<file path="src/hdl/mfd_regs.vh">
`ifndef MFD_REGS_VH
`define MFD_REGS_VH
// ----------------------------------------
// Timing and sizing constants
// ----------------------------------------
// Clock period in ns.
`define MFD_CLK_PERIOD_NS 50
// Lines in one tape block.
`define MFD_BLOCK_LINES 576
// Width of the line counter.
`define MFD_LINE_CNT_W 10
// Phase codes of the timing phase counter.
`define MFD_PHASE_FETCH 3'h0
`define MFD_PHASE_NEXT 3'h7
// Tape instruction codes.
`define MFD_OP_TAPE_WRITE 6'h34
`define MFD_OP_TAPE_READ 6'h35
// Indicator vector bit positions.
`define MFD_IND_STORAGE 0
`define MFD_IND_DIVIDE 1
`define MFD_IND_PRINT 2
`define MFD_IND_WATER 3
`define MFD_IND_TEMP 4
`define MFD_IND_ABNORMAL 5
`define MFD_IND_OVERFLOW 6
`define MFD_IND_DECODE 7
`define MFD_IND_TAPE 8
`define MFD_IND_VOLTAGE 9
`define MFD_IND_IO 10
`define MFD_IND_W 11
`endif

</file>
<file path="src/hdl/mfd_detector.v">
`timescale 1ns/1ps
`include "mfd_regs.vh"
// Behaviour
// - Partial half-word write aimed at accumulator or quotient is a storage fault.
// - Read or write to an unassigned address is a storage fault.
// - Reading accumulator during phase 7 is a storage fault.
// - Tape instruction storage reference outside core store is a storage fault.
// - Storage fault sets its flag, combined fault, and recoverable class.
// - Combined decode-or-storage fault stops the controlled clock immediately.
// - Divide check failure sets divide flag, recoverable class, and stop.
// - Untranslatable print code raises a recoverable print fault.
// - Loss of water pressure raises a recoverable water fault.
// - Open temperature interlock faults unless bypassed; bypass sounds continuous alarm.
// - In normal mode abnormal switch settings fault; in test mode they never stop.
// - Multiply with accumulator bits 34 and 35 unequal raises overflow stop.
// - Severe fault halts clock, drops operate, and clears start selections.
// - Invalid opcode at phase 0 sets decode flag, severe class, immediate stop.
// - Tape line pulses are counted; block pulse at block length.
// - Line pulse during block pulse sets tape error, severe fault.
// - Reel-end gap line pulses trigger the same tape fault.
// - Power supply bias fault raises severe voltage fault and indication.
// - Recoverable fault keeps state; clear-recoverable resets its detection flags.
// - Read sets channel pending flag; read or write while pending faults.
module mfd_detector
(
    input wire CLK,
    input wire RST_B,
    // Storage reference strobes and address class enables.
    input wire WRITE_LOW_REQ,
    input wire WRITE_HIGH_REQ,
    input wire WRITE_FULL_REQ,
    input wire READ_REQ,
    input wire READ_ACC_REQ,
    input wire STORAGE_DONE,
    input wire SEL_ACC,
    input wire SEL_QUO,
    input wire SEL_CORE,
    input wire SEL_DRUM,
    // Instruction timing and decode.
    input wire [2:0] TIMING_PHASE,
    input wire [5:0] INSTRUCTION_HOLD_REGISTER,
    // Arithmetic checks.
    input wire DIVIDE_CHECK_FAIL,
    input wire MULTIPLY_START,
    input wire ACC_BIT34,
    input wire ACC_BIT35,
    // Output translation.
    input wire PRINT_STROBE,
    input wire [5:0] PRINT_CODE,
    // Tape reading.
    input wire TAPE_READING,
    input wire LINE_PULSE,
    // Channel handshakes.
    input wire CHAN_A_READ,
    input wire CHAN_A_WRITE,
    input wire CHAN_A_DONE,
    input wire CHAN_B_READ,
    input wire CHAN_B_WRITE,
    input wire CHAN_B_DONE,
    // Plant contacts, asynchronous to the clock.
    input wire WATER_PRESSURE_OK,
    input wire TEMP_INTERLOCK_CLOSED,
    input wire BYPASS_INTERLOCKS,
    input wire MAIN_POWER_AT_OPERATE,
    input wire CORE_POWER_AT_OPERATE,
    input wire TEST_SWITCHES_NORMAL,
    input wire TEST_MODE,
    input wire MAIN_BIAS_FAULT,
    input wire CORE_BIAS_FAULT,
    // Operator controls.
    input wire MASTER_CLEAR,
    input wire CLEAR_RECOVERABLE,
    input wire START_SELECT,
    input wire START,
    // Outputs.
    output reg CLOCK_RUN,
    output reg OPERATE,
    output reg START_SELECTED,
    output reg DECODE_OR_STORAGE_FAULT,
    output reg RECOVERABLE_FAULT,
    output reg SEVERE_FAULT,
    output reg IMMEDIATE_STOP,
    output reg ALARM,
    output reg CHAN_A_READ_PENDING,
    output reg CHAN_B_READ_PENDING,
    output reg BLOCK_PULSE,
    output reg [`MFD_IND_W-1:0] FAULT_IND
);
    // ----------------------------------------
    // Helper functions
    // ----------------------------------------
    // Invalid operation codes; everything else is accepted at phase 0.
    function opcode_invalid;
        input [5:0] op;
        begin
            case (op)
                6'h00, 6'h01, 6'h02, 6'h03, 6'h04, 6'h05, 6'h06, 6'h07,
                6'h08, 6'h10, 6'h18, 6'h20, 6'h28, 6'h30, 6'h38, 6'h12,
                6'h14, 6'h15, 6'h16, 6'h32:
                    opcode_invalid = 1'b1;
                default:
                    opcode_invalid = 1'b0;
            endcase
        end
    endfunction

    // Printable codes; the unused top of the code space is rejected.
    function print_invalid;
        input [5:0] code;
        begin
            print_invalid = (code >= 6'h3C);
        end
    endfunction

    // ----------------------------------------
    // Plant input synchronisation
    // ----------------------------------------
    wire [6:0] plant_sync;
    wire water_ok = plant_sync[0];
    wire temp_ok = plant_sync[1];
    wire bypass = plant_sync[2];
    wire main_op = plant_sync[3];
    wire core_op = plant_sync[4];
    wire sw_norm = plant_sync[5];
    wire bias_bad = plant_sync[6];
    mfd_sync #(.W(7)) u_sync
    (
        .clk(CLK),
        .rst_b(RST_B),
        .din({MAIN_BIAS_FAULT | CORE_BIAS_FAULT, TEST_SWITCHES_NORMAL, CORE_POWER_AT_OPERATE,
            MAIN_POWER_AT_OPERATE, BYPASS_INTERLOCKS, TEMP_INTERLOCK_CLOSED, WATER_PRESSURE_OK}),
        .dout(plant_sync)
    );
    reg test_mode_ff;

    // ----------------------------------------
    // Tape block check
    // ----------------------------------------
    wire tape_err;
    wire block_pulse;
    mfd_tape_check u_tape
    (
        .clk(CLK),
        .rst_b(RST_B),
        .tape_reading(TAPE_READING),
        .line_pulse(LINE_PULSE),
        .block_pulse_ff(block_pulse),
        .line_error(tape_err)
    );

    // ----------------------------------------
    // Fault detection terms
    // ----------------------------------------
    wire unassigned = !(SEL_ACC | SEL_QUO | SEL_CORE | SEL_DRUM);
    wire partial = WRITE_LOW_REQ | WRITE_HIGH_REQ;
    wire st_partial = partial & (SEL_ACC | SEL_QUO);
    wire st_unassigned = (partial | WRITE_FULL_REQ | READ_REQ) & unassigned;
    wire st_acc_fetch = READ_ACC_REQ & (TIMING_PHASE == `MFD_PHASE_NEXT);
    wire tape_op = (INSTRUCTION_HOLD_REGISTER == `MFD_OP_TAPE_WRITE) ||
        (INSTRUCTION_HOLD_REGISTER == `MFD_OP_TAPE_READ);
    wire st_tape = STORAGE_DONE & tape_op & !SEL_CORE;
    wire storage_evt = st_partial | st_unassigned | st_acc_fetch | st_tape;
    wire decode_evt = (TIMING_PHASE == `MFD_PHASE_FETCH) && opcode_invalid(INSTRUCTION_HOLD_REGISTER);
    wire print_evt = PRINT_STROBE & print_invalid(PRINT_CODE);
    wire overflow_evt = MULTIPLY_START & (ACC_BIT34 ^ ACC_BIT35);
    // Plant faults are levels; the flag holds while the condition lasts.
    wire water_evt = !water_ok;
    wire temp_evt = !temp_ok & !bypass;
    wire abnormal_evt = !test_mode_ff & !(main_op & core_op & sw_norm);
    wire io_evt = ((CHAN_A_READ | CHAN_A_WRITE) & CHAN_A_READ_PENDING) |
        ((CHAN_B_READ | CHAN_B_WRITE) & CHAN_B_READ_PENDING);

    wire [`MFD_IND_W-1:0] evt;
    assign evt[`MFD_IND_STORAGE] = storage_evt;
    assign evt[`MFD_IND_DIVIDE] = DIVIDE_CHECK_FAIL;
    assign evt[`MFD_IND_PRINT] = print_evt;
    assign evt[`MFD_IND_WATER] = water_evt;
    assign evt[`MFD_IND_TEMP] = temp_evt;
    assign evt[`MFD_IND_ABNORMAL] = abnormal_evt;
    assign evt[`MFD_IND_OVERFLOW] = overflow_evt;
    assign evt[`MFD_IND_DECODE] = decode_evt;
    assign evt[`MFD_IND_TAPE] = tape_err;
    assign evt[`MFD_IND_VOLTAGE] = bias_bad;
    assign evt[`MFD_IND_IO] = io_evt;

    // Recoverable class occupies the low seven indicator bits.
    localparam [`MFD_IND_W-1:0] RECOV_MASK = 11'h07F;
    localparam [`MFD_IND_W-1:0] STOP_MASK = 11'h0C3;

    // ----------------------------------------
    // Latched indicators
    // ----------------------------------------
    // A new event wins over a clear in the same cycle.
    reg [`MFD_IND_W-1:0] nxt_ind;
    always @*
    begin
        nxt_ind = FAULT_IND;
        if (MASTER_CLEAR)
            nxt_ind = {`MFD_IND_W{1'b0}};
        else if (CLEAR_RECOVERABLE)
            nxt_ind = FAULT_IND & ~RECOV_MASK;
        nxt_ind = nxt_ind | evt;
    end

    // Combined class outputs from the next indicator state so all flip-flops agree.
    always @(posedge CLK or negedge RST_B)
    begin
        if (!RST_B)
        begin
            FAULT_IND <= {`MFD_IND_W{1'b0}};
            DECODE_OR_STORAGE_FAULT <= 1'b0;
            RECOVERABLE_FAULT <= 1'b0;
            SEVERE_FAULT <= 1'b0;
            IMMEDIATE_STOP <= 1'b0;
            ALARM <= 1'b0;
            test_mode_ff <= 1'b0;
        end
        else
        begin
            FAULT_IND <= nxt_ind;
            DECODE_OR_STORAGE_FAULT <= nxt_ind[`MFD_IND_STORAGE] | nxt_ind[`MFD_IND_DECODE];
            RECOVERABLE_FAULT <= |(nxt_ind & RECOV_MASK & ~(11'h020 & {11{test_mode_ff}}));
            SEVERE_FAULT <= |(nxt_ind & ~RECOV_MASK);
            IMMEDIATE_STOP <= |(nxt_ind & STOP_MASK);
            ALARM <= bypass;
            test_mode_ff <= TEST_MODE;
        end
    end

    // ----------------------------------------
    // Run control
    // ----------------------------------------
    // Any fault halts the clock, save the abnormal-settings flag alone in test mode; severe faults also drop the start selection.
    wire any_fault = |nxt_ind && !(nxt_ind == 11'h020 && test_mode_ff);
    wire severe = |(nxt_ind & ~RECOV_MASK);
    always @(posedge CLK or negedge RST_B)
    begin
        if (!RST_B)
        begin
            CLOCK_RUN <= 1'b0;
            OPERATE <= 1'b0;
            START_SELECTED <= 1'b0;
        end
        else
        begin
            if (MASTER_CLEAR || severe)
                START_SELECTED <= 1'b0;
            else if (START_SELECT)
                START_SELECTED <= 1'b1;
            if (any_fault || MASTER_CLEAR)
            begin
                CLOCK_RUN <= 1'b0;
                OPERATE <= 1'b0;
            end
            else if (START && START_SELECTED)
            begin
                CLOCK_RUN <= 1'b1;
                OPERATE <= 1'b1;
            end
        end
    end

    // ----------------------------------------
    // Channel read pending flags
    // ----------------------------------------
    // A read that coincides with completion still leaves the flag set.
    always @(posedge CLK or negedge RST_B)
    begin
        if (!RST_B)
        begin
            CHAN_A_READ_PENDING <= 1'b0;
            CHAN_B_READ_PENDING <= 1'b0;
            BLOCK_PULSE <= 1'b0;
        end
        else
        begin
            if (MASTER_CLEAR)
                CHAN_A_READ_PENDING <= 1'b0;
            else if (CHAN_A_READ)
                CHAN_A_READ_PENDING <= 1'b1;
            else if (CHAN_A_DONE)
                CHAN_A_READ_PENDING <= 1'b0;
            if (MASTER_CLEAR)
                CHAN_B_READ_PENDING <= 1'b0;
            else if (CHAN_B_READ)
                CHAN_B_READ_PENDING <= 1'b1;
            else if (CHAN_B_DONE)
                CHAN_B_READ_PENDING <= 1'b0;
            BLOCK_PULSE <= block_pulse;
        end
    end
endmodule // mfd_detector

</file>
<file path="src/hdl/mfd_sync.v">
`timescale 1ns/1ps
// ----------------------------------------
// Three-stage input synchroniser with agreement filter
// ----------------------------------------
module mfd_sync
#(
    parameter W = 1
)
(
    input wire clk,
    input wire rst_b,
    input wire [W-1:0] din,
    output reg [W-1:0] dout
);
    reg [W-1:0] s1_ff;
    reg [W-1:0] s2_ff;
    reg [W-1:0] s3_ff;
    integer i;

    // The output only follows once the second and third stages agree.
    always @(posedge clk or negedge rst_b)
    begin
        if (!rst_b)
        begin
            s1_ff <= {W{1'b0}};
            s2_ff <= {W{1'b0}};
            s3_ff <= {W{1'b0}};
            dout <= {W{1'b0}};
        end
        else
        begin
            s1_ff <= din;
            s2_ff <= s1_ff;
            s3_ff <= s2_ff;
            for (i = 0; i < W; i = i + 1)
                if (s2_ff[i] == s3_ff[i])
                    dout[i] <= s3_ff[i];
        end
    end
endmodule // mfd_sync

</file>
<file path="src/hdl/mfd_tape_check.v">
`timescale 1ns/1ps
`include "mfd_regs.vh"
// ----------------------------------------
// Tape line pulse counter and block check
// ----------------------------------------
module mfd_tape_check
#(
    parameter BLOCK_LINES = `MFD_BLOCK_LINES,
    parameter CNT_W = `MFD_LINE_CNT_W
)
(
    input wire clk,
    input wire rst_b,
    input wire tape_reading,
    input wire line_pulse,
    output reg block_pulse_ff,
    output wire line_error
);
    localparam [CNT_W-1:0] LAST = BLOCK_LINES - 1;
    reg [CNT_W-1:0] count_ff;

    // Count lines while reading; the block pulse follows the last line of a block.
    always @(posedge clk or negedge rst_b)
    begin
        if (!rst_b)
        begin
            count_ff <= {CNT_W{1'b0}};
            block_pulse_ff <= 1'b0;
        end
        else if (!tape_reading)
        begin
            count_ff <= {CNT_W{1'b0}};
            block_pulse_ff <= 1'b0;
        end
        else if (line_pulse && !block_pulse_ff)
        begin
            block_pulse_ff <= (count_ff == LAST);
            count_ff <= (count_ff == LAST) ? {CNT_W{1'b0}} : count_ff + 1'b1;
        end
        else if (!line_pulse)
            block_pulse_ff <= 1'b0;
    end

    // A line arriving while the block pulse stands means a wrong count or a reel-end marker.
    assign line_error = tape_reading && line_pulse && block_pulse_ff;
endmodule // mfd_tape_check

</file>
<file path="config.mk">
export PLATFORM = sky130hd
export DESIGN_NAME = mfd_detector
export DESIGN_NICKNAME = d
export VERILOG_FILES = /design/src/hdl/mfd_detector.v /design/src/hdl/mfd_sync.v /design/src/hdl/mfd_tape_check.v
export VERILOG_INCLUDE_DIRS = /design/src /design/src/hdl
export SDC_FILE = /design/constraint.sdc
export NUM_CORES = 1
export LEC_CHECK = 0
export BUFFER_PORTS_ARGS = -buffer_cell sky130_fd_sc_hd__buf_4
export CAP_MARGIN = 20
export CORE_MARGIN = 1
export CORE_UTILIZATION = 50
export DETAILED_ROUTE_END_ITERATION = 8
export GPL_ROUTABILITY_DRIVEN = 1
export GPL_TIMING_DRIVEN = 0
export PLACE_DENSITY_LB_ADDON = 0.3
export SLEW_MARGIN = 20
export SYNTH_ARGS = -nofsm -noshare
export SYNTH_HDL_FRONTEND = slang
export SYNTH_SLANG_ARGS = --single-unit
</file>
<file path="constraint.sdc">
create_clock -name CLK -period 1.92 [get_ports CLK]
set_input_delay 0.48 -clock CLK [delete_from_list [all_inputs] [get_ports CLK]]
set_output_delay 0.48 -clock CLK [all_outputs]
set_load 0.02 [all_outputs]
</file>
==> summary.txt <==
complex-gate fraction of the synthesized area: 11.81%
Most Crowded Layer GR: met2
diode count: 0
GR Util met1: 26.64%
Non-Filler Instances: 327
EDFF count, synth: 0
Comb pwr share: 10.6%
Synth Area per Inst: 12.62 um^2
Post-Syn Instances: 188
synthesized area: 2372 um^2
synth-to-layout area growth: 33.54%
Layout fillers: 340
core area: 4444 um^2
Worst R2R Path Depth: 4
r2r setup slk: 0.31 ns
max-cap viol count: 0
#FFs+latches synth: 61
worst rel slew slack: 50.99%
Vias/cell: 5.446
Clock Tree Root: clkbuf_8
CP endpoint kind: flop
Setup WS pre-CTS: 0.09568 ns
syn nets: 242
GRT Overall Usage: 21.13%
final worst setup slack: 0.3056 ns
worst skew pair latency: 0.33 ns
Flop pwr share: 49.5%
fraction of layout cells with a size suffix above 1: 36.73%
Max Freq: 619.4 MHz
vias in the first global route: 1,716
Main synth FF type: dfrtp_1
skew final: 0.005288 ns
mux contribution to synthesized area: 0%
GPL Wtd Cong: 0.7852
Layout Nets: 324
DR WL/cell: 14.62 um
Num Clock Sinks: 61
CTS Buffer Depth: 2
asr flop ratio synth: 100.0%
NetSw: 703.9 uW
largest net degree at the start of global routing: 62
Startpoint Class: flop
CTS Buf Count: 9
initial antenna violation count: 0
Worst EP arrival: 1.81 ns
leading cell type in the layout, fill and taps excluded: buf_4
first-pass GRT wire length: 7921 um
Synth Area in Adders: 3.481%
Detailed Place HPWL: 3294 um
RSZ-0062 raised after global routing: false
post-CTS setup repair buffer count: 0
count of final max-slew check failures: 0
Peak VDD IR: 0.0006149 V
die width: 70.88 um
remaining antenna violation count: 0
placed cells: 311
GR Overflow Total: 0
io pins: 75
initial core utilization: 53.38%
most frequent cells in the layout: buf_4, dfrtp_1, inv_1, nor2_1, clkbuf_8
Worst Path Required: 2.12 ns
register area share after synthesis: 64.35%
Clk pin slew, worst setup/hold paths: 0.07 ns
final wirelength: 4782 um
xor/xnor share of the synthesized area: 2.954%
post-route DRC violation count: 22
leak pwr: 1.447 nW
Final Hold Vio Count: 0
Reg-to-Reg Start: u_tape.count_ff[7]$_DFFE_PN0P_
switching share of power: 25.03%
Power Dens Cells: 887.8 nW/um^2
setup TNS: 0 ns
number of buffers inserted by hold repair at cts: 0
status: complete, but fails checks
global-route met3 utilization: 7.123%
die area: 5024 um^2
initial drt markers: 115
# rows: 24
Die Ht: 70.88 um
CTS tree: done
failing checks: DRC
largest family of logic cells by synthesized area: simple AND/OR/NAND/NOR gates
routed via count: 1,781
Yosys cell types: 47
endpoints failing setup: 0
internal power: 2.109 mW
Worst Tran Pin Value: 0.7352 ns
port bufs: 71
post-CTS sizing: 0
met2 Track Usage GR: 33.65%
drt first pass iters: 7
Hold Crit Class: in2async
CTS HTree Levels: 3
Post-Synth Simple-Gate Area: 14.87%
r2r endpoint: u_tape.count_ff[2]$_DFFE_PN0P_
Synth Warn #: 0
Setup CP Type: reg2reg
clock network power share: 39.9%
min Tclk post-route: 1.614 ns
CP max FO: 5
Tcrit/Tclk final: 84.08%
Tot Pwr: 2.813 mW
## final cells by class
cell class	instances	area, um^2	share of cell area, %
sequential	61	1526	48.18
multi-input combinational	113	785.8	24.80
timing repair buffer	71	533.0	16.82
clock buffer	9	123.9	3.910
clock inverter	7	73.82	2.330
tap	52	65.06	2.054
inverter	10	37.54	1.185
buffer	4	22.52	0.7109
## kinds of logic (layout without fill, tap and decap cells)
kind of cell / count (synthesis) / count (layout)
and+or+nand+nor: 59 / 59
AOI/OAI and AO/OA: 38 / 38
DFF: 61 / 61
buffers and inverters: 14 / 101
xor gates and xnor gates: 8 / 8
adders and majority gates: 8 / 8
## worst max-delay path: stages, from the launching register on
cell and delay, ns:
dfrtp_1 0.42, nor4b_2 0.49, nand3_1 0.13, o21ai_1 0.34
nor2_1 0.10
## registers in the layout, indices dropped and copies added, names as in the netlist
signal	count
OPERATE	1
DECODE_OR_STORAGE_FAULT	1
u_sync.s3_ff	7
IMMEDIATE_STOP	1
u_tape.count_ff	10
test_mode_ff	1
CHAN_A_READ_PENDING	1
u_sync.s2_ff	7
u_sync.dout	7
START_SELECTED	1
ALARM	1
SEVERE_FAULT	1
RECOVERABLE_FAULT	1
BLOCK_PULSE	1
FAULT_IND	11
u_tape.block_pulse_ff	1
CHAN_B_READ_PENDING	1
u_sync.s1_ff	7
## synthesized netlist by cell type (2+ instances only)
| cell type | n | area [um^2] |
|---|---|---|
| and4_1 | 2 | 17.52 |
| or4_1 | 3 | 22.52 |
| nand2_1 | 8 | 30.03 |
| or2_1 | 2 | 12.51 |
| and3_1 | 3 | 18.77 |
| or2_2 | 3 | 18.77 |
| o21ai_0 | 7 | 35.03 |
| a211oi_1 | 3 | 22.52 |
| nor3_1 | 4 | 20.02 |
| nand2b_1 | 4 | 25.02 |
| nand4_1 | 3 | 18.77 |
| dfrtp_1 | 61 | 1526 |
| a32oi_1 | 2 | 17.52 |
| xnor2_1 | 7 | 61.31 |
| a21o_1 | 3 | 22.52 |
| inv_1 | 10 | 37.54 |
| a31oi_1 | 3 | 18.77 |
| nor4_1 | 2 | 12.51 |
| nor4b_2 | 2 | 30.03 |
| a21oi_1 | 7 | 35.03 |
| clkbuf_1 | 2 | 7.510 |
| nor2_1 | 10 | 37.54 |
| buf_4 | 2 | 15.01 |
| maj3_1 | 7 | 70.07 |
| nand3_1 | 6 | 30.03 |
## power by group through the flow
stage | Sequential [mW] | Combinational, mW | Clock, mW
final | 1.39 | 0.298 | 1.12
after global routing | 1.40 | 0.328 | 1.21
after CTS | 1.39 | 0.303 | 1.15
after detailed placement | 1.42 | 0.300 | 0
after global placement | 1.41 | 0.294 | 0
after floorplan | 1.44 | 0.0914 | 0
## metal layers
metal / vias up / wire (um)
li1: 840 / -
met1: 863 / 1985
met2: 73 / 2338
met3: 5 / 408
met4: 0 / 50
met5: - / 0
## through the flow
step / instance area (um^2) / util, % / hold slack [ns]
after floorplan: 2372 / - / 0.1844
after CTS: 3168 / 71.28 / 0.2273
final: 3168 / 71.28 / 0.2046
after global routing: 3168 / 71.28 / 0.2244
after detailed placement: 2970 / 66.84 / 0.3347
after global placement: 2970 / 66.84 / 0.3313
## how the worst max path moves through the flow
stage,start,to,cells after the start
floorplan,TIMING_PHASE[2],OPERATE$_DFFE_PN0P_,4
global placement,TIMING_PHASE[2],OPERATE$_DFFE_PN0P_,5
detailed placement,TIMING_PHASE[2],OPERATE$_DFFE_PN0P_,5
CTS,u_tape.count_ff[7]$_DFFE_PN0P_,u_tape.count_ff[2]$_DFFE_PN0P_,4
global route,u_tape.block_pulse_ff$_DFFE_PN0P_,u_tape.count_ff[5]$_DFFE_PN0P_,5
finish,u_tape.count_ff[7]$_DFFE_PN0P_,u_tape.count_ff[2]$_DFFE_PN0P_,4
Power figures use the tool's default switching activity.
